[src/core/ehci_cmd_pkg.sv]
/*
 * Constants shared by the command/interrupt control block: register offsets,
 * field positions, reset values and threshold encodings.
 * Assumes a 32-bit APB register bus with byte addresses.
 */
package ehci_cmd_pkg;

    // ==========================================================================
    // Register offsets
    // ==========================================================================
    localparam logic [7:0] CMD_OFF       = 8'h20;
    localparam logic [7:0] STATUS_OFF    = 8'h24;
    localparam logic [7:0] IRQ_EN_OFF    = 8'h28;

    // ==========================================================================
    // Field positions
    // ==========================================================================
    localparam int THR_LSB              = 16;
    localparam int THR_MSB              = 23;
    localparam int LRESET_BIT           = 7;
    localparam int DOORBELL_BIT         = 6;
    localparam int HALTED_BIT           = 12;
    localparam int ADV_FLAG_BIT         = 5;
    localparam int ADV_EN_BIT           = 5;

    // ==========================================================================
    // Reset values and threshold encodings
    // ==========================================================================
    localparam logic [7:0] THR_RESET    = 8'h08;
    localparam logic [7:0] THR_1UF      = 8'h01;
    localparam logic [7:0] THR_2UF      = 8'h02;
    localparam logic [7:0] THR_4UF      = 8'h04;
    localparam logic [7:0] THR_8UF      = 8'h08;
    localparam logic [7:0] THR_16UF     = 8'h10;
    localparam logic [7:0] THR_32UF     = 8'h20;
    localparam logic [7:0] THR_64UF     = 8'h40;

endpackage : ehci_cmd_pkg

[src/core/irq_threshold_timer.sv]
/*
 * Microframe counter that marks interrupt threshold boundaries.
 * Assumes one uframe_tick pulse per elapsed microframe from the frame timer.
 */
`timescale 1ns/1ps
module irq_threshold_timer
    import ehci_cmd_pkg::*;
(
    // Clock and reset
    input  wire logic       clk,
    input  wire logic       resetn,
    input  wire logic       restart,
    // Timing
    input  wire logic       uframe_tick,
    input  wire logic [7:0] irq_threshold_sel,
    output logic            boundary
);

    logic [7:0] count;
    logic [7:0] limit;

    // The reserved encoding 00h behaves as one microframe rather than never firing.
    assign limit    = (irq_threshold_sel == 8'h00) ? THR_1UF : irq_threshold_sel;
    assign boundary = uframe_tick && (count + 8'h01 >= limit);

    // ==========================================================================
    // Counter
    // ==========================================================================
    always_ff @(posedge clk or negedge resetn)
    begin
        if (!resetn)
            count <= 8'h00;
        else if (restart || boundary)
            count <= 8'h00;
        else if (uframe_tick)
            count <= count + 8'h01;
    end

endmodule : irq_threshold_timer

[src/core/ehci_command_irq_control.sv]
/*
 * Interrupt threshold, light controller reset and async-advance doorbell
 * logic of the host command register, with the related status and enable bits,
 * behind an APB slave.
 * Assumes the schedule engine reports cache eviction and light-reset completion
 * as one-cycle pulses and the frame timer gives one pulse per microframe.
 */
// Design decisions made here: the APB slave port and the register addresses.
// Operation
// Threshold field picks maximum interrupt rate.
// Software changes threshold only while halted.
// Light reset spares ports and companion routing.
// Unimplemented light reset always reads zero.
// Light reset bit reads one while busy.
// Software writes one to ring doorbell.
// Set advance flag after cache eviction.
// Flag with enable raises interrupt at boundary.
// No doorbell while async schedule inactive.
// Threshold bits 23:16, reset 08h, small encodings.
// Reserved command bits written as zero.
// Hold interrupts until threshold boundary elapses.
`timescale 1ns/1ps
module ehci_command_irq_control
    import ehci_cmd_pkg::*;
#(
    parameter bit LIGHT_RESET_IMPL = 1'b1
)
(
    // Clock and reset
    input  wire logic        clk,
    input  wire logic        resetn,
    // APB slave
    input  wire logic        psel,
    input  wire logic        penable,
    input  wire logic        pwrite,
    input  wire logic [7:0]  paddr,
    input  wire logic [31:0] pwdata,
    output logic [31:0]      prdata,
    output logic             pready,
    output logic             pslverr,
    // Schedule engine
    input  wire logic        ctrl_halted_flag,
    input  wire logic        async_cache_evicted,
    input  wire logic        uframe_tick,
    output logic             doorbell_pending,
    // Light reset handshake
    output logic             light_reset_req,
    input  wire logic        light_reset_done,
    // Interrupt
    output logic             host_irq
);

    logic [7:0] irq_threshold_sel;
    logic       async_advance_doorbell;
    logic       light_ctrl_reset;
    logic       async_advance_flag;
    logic       async_advance_irq_en;
    logic       boundary;
    logic       wr_en;
    logic       rd_en;
    logic       mapped;
    logic       light_clear;
    logic [31:0] next_rdata;

    assign wr_en           = psel && penable && pwrite;
    assign rd_en           = psel && !penable && !pwrite;
    assign mapped          = (paddr == CMD_OFF) || (paddr == STATUS_OFF) || (paddr == IRQ_EN_OFF);
    assign pready          = 1'b1;
    assign pslverr         = psel && penable && !mapped;
    assign doorbell_pending = async_advance_doorbell;
    assign light_reset_req = light_ctrl_reset;
    // Completion of a light reset returns the command state to its reset values.
    assign light_clear     = light_ctrl_reset && light_reset_done;

    // ==========================================================================
    // Threshold field
    // ==========================================================================
    // Any value is stored; only the documented encodings have defined timing.
    always_ff @(posedge clk or negedge resetn)
    begin
        if (!resetn)
            irq_threshold_sel <= THR_RESET;
        else if (light_clear)
            irq_threshold_sel <= THR_RESET;
        else if (wr_en && paddr == CMD_OFF)
            irq_threshold_sel <= pwdata[THR_MSB:THR_LSB];
    end

    // ==========================================================================
    // Light reset
    // ==========================================================================
    always_ff @(posedge clk or negedge resetn)
    begin
        if (!resetn)
            light_ctrl_reset <= 1'b0;
        else if (!LIGHT_RESET_IMPL)
            light_ctrl_reset <= 1'b0;
        else if (light_reset_done)
            light_ctrl_reset <= 1'b0;
        else if (wr_en && paddr == CMD_OFF && pwdata[LRESET_BIT])
            light_ctrl_reset <= 1'b1;
    end

    // ==========================================================================
    // Doorbell and advance flag
    // ==========================================================================
    always_ff @(posedge clk or negedge resetn)
    begin
        if (!resetn)
            async_advance_doorbell <= 1'b0;
        else if (light_clear || (async_advance_doorbell && async_cache_evicted))
            async_advance_doorbell <= 1'b0;
        else if (wr_en && paddr == CMD_OFF && pwdata[DOORBELL_BIT])
            async_advance_doorbell <= 1'b1;
    end

    // Write one clears; a setting event in the same cycle wins.
    always_ff @(posedge clk or negedge resetn)
    begin
        if (!resetn)
            async_advance_flag <= 1'b0;
        else if (async_advance_doorbell && async_cache_evicted)
            async_advance_flag <= 1'b1;
        else if (light_clear)
            async_advance_flag <= 1'b0;
        else if (wr_en && paddr == STATUS_OFF && pwdata[ADV_FLAG_BIT])
            async_advance_flag <= 1'b0;
    end

    always_ff @(posedge clk or negedge resetn)
    begin
        if (!resetn)
            async_advance_irq_en <= 1'b0;
        else if (light_clear)
            async_advance_irq_en <= 1'b0;
        else if (wr_en && paddr == IRQ_EN_OFF)
            async_advance_irq_en <= pwdata[ADV_EN_BIT];
    end

    // ==========================================================================
    // Interrupt pacing
    // ==========================================================================
    irq_threshold_timer u_timer
    (
        .clk               (clk),
        .resetn            (resetn),
        .restart           (light_clear),
        .uframe_tick       (uframe_tick),
        .irq_threshold_sel (irq_threshold_sel),
        .boundary          (boundary)
    );

    // A pending condition waits for the boundary; clearing the cause drops it at once.
    always_ff @(posedge clk or negedge resetn)
    begin
        if (!resetn)
            host_irq <= 1'b0;
        else if (!(async_advance_flag && async_advance_irq_en))
            host_irq <= 1'b0;
        else if (boundary)
            host_irq <= 1'b1;
    end

    // ==========================================================================
    // Read data
    // ==========================================================================
    // Reserved bits read zero, matching what software must write back.
    always_comb
    begin
        next_rdata = 32'h0000_0000;
        case (paddr)
            CMD_OFF:
            begin
                next_rdata[THR_MSB:THR_LSB] = irq_threshold_sel;
                next_rdata[LRESET_BIT]      = light_ctrl_reset && LIGHT_RESET_IMPL;
                next_rdata[DOORBELL_BIT]    = async_advance_doorbell;
            end
            STATUS_OFF:
            begin
                next_rdata[HALTED_BIT]   = ctrl_halted_flag;
                next_rdata[ADV_FLAG_BIT] = async_advance_flag;
            end
            IRQ_EN_OFF:
                next_rdata[ADV_EN_BIT] = async_advance_irq_en;
            default:
                next_rdata = 32'h0000_0000;
        endcase
    end

    always_ff @(posedge clk or negedge resetn)
    begin
        if (!resetn)
            prdata <= 32'h0000_0000;
        else if (rd_en)
            prdata <= next_rdata;
    end

    // ==========================================================================
    // Checks
    // ==========================================================================
    chk_thr_write: assert property (@(posedge clk) disable iff (!resetn)
        wr_en && paddr == CMD_OFF && !light_clear |=> irq_threshold_sel == $past(pwdata[THR_MSB:THR_LSB]))
        else $error("threshold field did not take written value");
    chk_thr_reset: assert property (@(posedge clk) disable iff (!resetn)
        light_clear |=> irq_threshold_sel == THR_RESET)
        else $error("threshold not restored by light reset");
    chk_lreset_zero: assert property (@(posedge clk) disable iff (!resetn)
        !LIGHT_RESET_IMPL |-> !light_ctrl_reset)
        else $error("light reset reads one while absent");
    chk_lreset_busy: assert property (@(posedge clk) disable iff (!resetn)
        light_ctrl_reset && !light_reset_done |=> light_ctrl_reset)
        else $error("light reset bit dropped before completion");
    chk_lreset_done: assert property (@(posedge clk) disable iff (!resetn)
        light_reset_done |=> !light_ctrl_reset)
        else $error("light reset bit stuck after completion");
    chk_adv_set: assert property (@(posedge clk) disable iff (!resetn)
        async_advance_doorbell && async_cache_evicted |=> async_advance_flag && !async_advance_doorbell)
        else $error("advance flag not set after eviction");
    chk_doorbell_ring: assert property (@(posedge clk) disable iff (!resetn)
        wr_en && paddr == CMD_OFF && pwdata[DOORBELL_BIT] && !async_cache_evicted && !light_clear
        |=> async_advance_doorbell)
        else $error("doorbell write not recorded");
    chk_irq_boundary: assert property (@(posedge clk) disable iff (!resetn)
        $rose(host_irq) |-> $past(boundary) && $past(async_advance_flag && async_advance_irq_en))
        else $error("interrupt raised off a threshold boundary");
    chk_irq_assert: assert property (@(posedge clk) disable iff (!resetn)
        boundary && async_advance_flag && async_advance_irq_en |=> host_irq)
        else $error("interrupt missing at boundary");

endmodule : ehci_command_irq_control

[config.mk]
export PLATFORM = sky130hd
export DESIGN_NAME = ehci_command_irq_control
export DESIGN_NICKNAME = d
export VERILOG_FILES = /design/src/core/ehci_cmd_pkg.sv /design/src/core/irq_threshold_timer.sv /design/src/core/ehci_command_irq_control.sv
export SDC_FILE = /design/constraint.sdc
export NUM_CORES = 1
export LEC_CHECK = 0
export ABC_CLOCK_PERIOD_IN_PS = 2000
export BUFFER_PORTS_ARGS = -buffer_cell sky130_fd_sc_hd__buf_4
export CAP_MARGIN = 20
export CORE_MARGIN = 3
export CORE_UTILIZATION = 43
export CTS_CLUSTER_SIZE = 10
export DETAILED_ROUTE_END_ITERATION = 16
export GPL_TIMING_DRIVEN = 1
export HOLD_SLACK_MARGIN = 0.03
export PLACE_DENSITY = 0.8
export SLEW_MARGIN = 20
export SYNTH_ARGS = -nofsm -noshare
export SYNTH_HDL_FRONTEND = slang
export SYNTH_HIERARCHICAL = 1
export SYNTH_SLANG_ARGS = --single-unit
[constraint.sdc]
create_clock -name clk -period 2 [get_ports clk]
set_clock_uncertainty 0.05 [all_clocks]
set_input_delay 0.3 -clock clk [delete_from_list [all_inputs] [get_ports clk]]
set_output_delay 0.3 -clock clk [all_outputs]
set_load 0.05 [all_outputs]
# Yosys cells after proc, flatten, opt, wreduce, memory -nomap -nowiden
# Index checks and enable logic that the tools add are counted.
# totals
ff_bits	33
input_bits	49
out_inout_bits	37
elab_cells	63
# op_classes
add_sub_neg	1
order_cmp	1
eq_ne	4
mux	20
reduce_logical	29
# ops
operator	n
$mux W8	6
$eq A8 B6 Y1 const B	3
$logic_and A1 B1 Y1	15
$mux W1	12
$reduce_bool A2 Y1	5
$add A8 B1 Y8 const B	1
$ge A8 B8 Y1	1
$logic_not A8 Y1	1
$logic_or A1 B1 Y1	4
$logic_not A1 Y1	3
$reduce_bool A3 Y1	1
$mux W2	1
$ne A2 B1 Y1 const B	1
$pmux W1 S2	1

# Longest topological paths before layout
# depth
ltp_word	7
depth_mapped	10
ltp_nobuf	10

# Cells and area by module
# The synthesis kept the hierarchy.
# modules_own_cells
mod	n_inst	cells_per_inst	area_per_inst_um2	seq_area_each_um2
ehci_command_irq_control	1	123	1320.0	626.9
irq_threshold_timer	1	82	748.2	200.2

# Least setup slack after synthesis
# No wires, ideal clock.
# synth_timing
path_kind	register -> register
startpoint	register u_timer.count[2]
endpoint	register host_irq
setup_ns	0.121
arrival_ns	1.993
required_ns	1.829
setup_slack_ns	-0.163
path_stages_with_launch	11
n_path_buf	0
period_less_slack_ns	2.163
path_cell_list	dfrtp_1 > and3_4 > nand3_4 > nor2_4 > xor2_2 > ha_1 > a21oi_1 > o21ai_1 > a21oi_4 > nor2b_2 > o211a_1
# synth_between
elab_chain_len	4
# synth_lines
element	line	source
start: declaration	irq_threshold_timer.sv:19	logic [7:0] count;
start signal: assignment	irq_threshold_timer.sv:36	count <= count + 8'h01;
$add A8 B1 Y8	irq_threshold_timer.sv:24	assign boundary = uframe_tick && (count + 8'h01 >= limit);
$ge A8 B8 Y1	irq_threshold_timer.sv:24	
$logic_and A1 B1 Y1	irq_threshold_timer.sv:24	
named net boundary	ehci_command_irq_control.sv:58	logic boundary;
$ne A2 B1 Y1 (no source line)	-	
end signal: assignment	ehci_command_irq_control.sv:157	host_irq <= 1'b0;
end signal: assignment	ehci_command_irq_control.sv:159	host_irq <= 1'b0;
end signal: assignment	ehci_command_irq_control.sv:161	host_irq <= 1'b1;
end: declaration	ehci_command_irq_control.sv:50	output logic host_irq
# The timed path passes the listed nets, and every way through them passes these cells.
# A chain may end at the register's enable or synchronous reset.

# Final worst setup path
# layout_timing
startpoint	register u_timer.count[0]
endpoint	register u_timer.count[5]
# layout_between
elab_chain_len	5
word_cells_on_any_way	7
cone_classes	1 x add/sub; 1 x order compare; 2 x mux; 3 x reduce/logical
# layout_lines
element	line	source
$add A8 B1 Y8 *	irq_threshold_timer.sv:24, irq_threshold_timer.sv:36	
$ge A8 B8 Y1	irq_threshold_timer.sv:24	
$logic_and A1 B1 Y1	irq_threshold_timer.sv:24	
$logic_or A1 B1 Y1	irq_threshold_timer.sv:33	else if (restart || boundary)
$mux W8 or $reduce_bool A2 Y1 (tied branches)	-	
# Every way passes the cells marked *; elsewhere a longest branch is shown, timed or not. The select of a mux whose other input is x is not followed.

==> out/qor.txt <==
Status: finished with violations
Failing checks: negative setup slack
Peak supply drop: 0.3119 mV
Mapped Area: 2068 sq um
Worst-skew pair later-pin latency: 0.29 ns
CP startpoint kind: flip-flop
Die area: 5678 sq um
Warnings, synthesis: 6
Cts bufs inserted: 5
Complex-gate fraction of the synthesized area: 12.95%
Seq/Total Area, Yosys: 39.99%
Post-synthesis adder-cell area fraction: 5.445%
Power density cells: 705.9 nW/um^2
FMAX: 0.4477 GHz
Fraction of layout cells with a size suffix above 1: 38.71%
DRT Pass-1 Iters: 4
Number of routed nets with antenna violations: 0
Crit-path cells: and3_4 > buf_4 > xor2_1 > ha_2 > o211ai_1 > nor2_1 > a21oi_4 > buf_6 > nand4_1 > o21ai_1
Arrival time worst endpoint: 2.41 ns
Fin crit share: 111.7%
Critical path endpoint category: flip-flop
# fillers: 371
I/O pin cnt: 86
Synth cell types: 54
# setup viols final: 9
Rows: 24
Initial Util: 45.92%
# diodes: 0
Detailed-route via count: 1,771
RePlAce Congestion: 0.8289
Crit path time final: 2.234 ns
Hold/Removal Path Class: in2reg
CP Data Required Time: 2.17 ns
Total Routing Usage GR: 18.70%
Clock-pin slew on the worst setup and hold paths: 0.07 ns
Largest family of logic cells by synthesized area: simple AND/OR/NAND/NOR gates
Post-synthesis cell count: 205
Nets: 336
Post-synthesis async set-or-reset flop share: 100.0%
Area occupied by registers: 827.0 sq um
Initial antenna violation count: 0
Cell type with the largest total area after synthesis: dfrtp_1
Routed wire length: 5143 um
Power Total: 0.001959 W
Placeable Area: 4504 sq um
Worst setup margin: -0.2337 ns
Proportion of synthesized area in mux cells: 3.872%
IO Port Bufs: 43
Largest net degree at the start of global routing: 34
Clock tree buffer depth: 2
Share of the synthesized area in the top cell type: 38.72%
Root buf cell: clkbuf_8
Seq cells post-synth: 33
Final Hold Fails: 0
Synth area leaders: dfrtp_1 39%, buf_4 7.6%, ha_1 5.4%
CP max FO: 5
Number of global-route vias before repair: 1,725
First DRT Iteration DRCs: 57
Max Slew Vio Count: 0
Commonest non-fill, non-tap cell in the layout: buf_4
Die height: 75.36 um
Via density: 5.350
Crit-path slowest cell: dfrtp_1
Leak: 1.456 nW
Layout area overhead: 34.18%
Hold slack: 0.1193 ns
Highest-count cells in the layout ignoring fill and taps: 69 x buf_4, 32 x dfrtp_1, 26 x nand2_1, 21 x conb_1, 11 x inv_1
CTS tree: done
Max-cap viol count: 0
RSZ-0062 raised after global routing: yes
First-pass GRT wire length: 7852 um
Clk sinks: 33
CTS H-tree lvls: 2
Multi-input gate area: 1179 sq um
Routed wire length per instance: 15.54 um
Critical path class: reg2reg
Post-synth EDFFs: 0
Post-Synth XOR/XNOR Area: 2.904%
Mean Syn Cell Area: 10.09 sq um
# DRC: 0
Post-Synth Simple-Gate Area: 23.53%
Die width: 75.36 um
Detail Placement HPWL: 3733 um
Top_reg_cell synth: dfrtp_1
GRT overflow: 0
Max incr delay on CP: 0.42 ns
-- metal layers --
layer,GRT usage (%),up-vias,share of wire [%]
met1,21.46,871,40
met2,32.89,53,53
li1,-,836,-
met3,3.298,11,4.1
met4,10.10,0,2.7
met5,0,-,0
-- registers in the layout, indices dropped and copies added, names as in the netlist --
register / cells
light_reset_req: 1
irq_threshold_sel: 8
host_irq: 1
u_timer/count: 8
async_advance_irq_en: 1
doorbell_pending: 1
async_advance_flag: 1
prdata: 12
-- path summary, 6_finish.rpt --
path                                              start                          endpoint  slack (ns)  depth (start not counted)
max                        u_timer/count[0]$_DFFE_PN0P_      u_timer/count[5]$_DFFE_PN0P_       -0.23                         10
min                                    light_reset_done       light_reset_req$_DFFE_PN0P_        0.12                          2
max reg2reg                u_timer/count[0]$_DFFE_PN0P_      u_timer/count[5]$_DFFE_PN0P_       -0.23                         10
min reg2reg                      prdata[12]$_DFFE_PN0P_            prdata[12]$_DFFE_PN0P_        0.43                          2
max in group asynchronous                        resetn  irq_threshold_sel[3]$_DFFE_PN1P_        1.12                          2
min in group asynchronous                        resetn      u_timer/count[2]$_DFFE_PN0P_        0.44                          2
-- cell usage after synthesis, types with 4 or more instances --
master	count
dfrtp_1	32
o21ai_1	4
inv_1	11
mux2i_1	8
ha_1	9
a22o_1	10
nor2_1	6
nand4_1	6
buf_4	21
nand2_1	27
a21oi_1	6
-- cell type report --
class / count / share of cell area (%)
inverter: 11 / 1.488
sequential: 33 / 29.80
tap: 52 / 2.344
timing repair buffer: 73 / 20.24
clock inverter: 1 / 0.1803
multi-input combinational: 154 / 42.47
clock buffer: 7 / 3.472
-- cell families (layout without fill, tap and decap cells) --
group                      count (synthesis)  after routing
AOI/OAI and AO/OA                         35             35
DFF                                       33             33
muxes                                      8              8
xor gates and xnor gates                   6              6
other                                      2             21
buffers and inverters                     37             92
adders and majority gates                  9              9
and+or+nand+nor                           75             75
-- worst max-delay path: cells and delay by family (launching register included) --
family                   cells  cell delay, ns
AND/OR/NAND/NOR              3            0.44
XOR/XNOR                     1            0.16
AO/OA/AOI/OAI                3            0.53
buffers and inverters        2            0.27
adder cells (fa/ha/maj)      1            0.29
flip-flops                   1            0.42
-- power by group --
part	switching, W	internal (W)	leakage [nW]
Sequential	0.0000199	0.000686	0.456
Clock	0.000255	0.000311	0.0542
Combinational	0.000366	0.000321	0.946
-- metrics by stage --
stage | utilization (%) | cells | setup TNS, ns | setup WS (ns) | area, sq um
global placement | 56.61 | 319 | -0.9992 | -0.1615 | 2550
detailed placement | 56.61 | 319 | -1.459 | -0.2010 | 2550
CTS | 60.67 | 330 | -1.764 | -0.2151 | 2733
floorplan | - | 224 | -0.2137 | -0.1074 | 2152
finish | 61.61 | 331 | -1.927 | -0.2337 | 2775
global route | 61.61 | 331 | -3.145 | -0.3778 | 2775
-- repair_timing --
item                       in CTS  in global routing
cloned                          0                  0
gates resized for setup        12                  5
hold buffers                    1                  0
setup endpoints to repair       9                  9
buffers inserted                2                  1
pin swaps                      10                  3
hold endpoints to repair       32                  0
No activity file was read; power rests on OpenSTA's default activity.
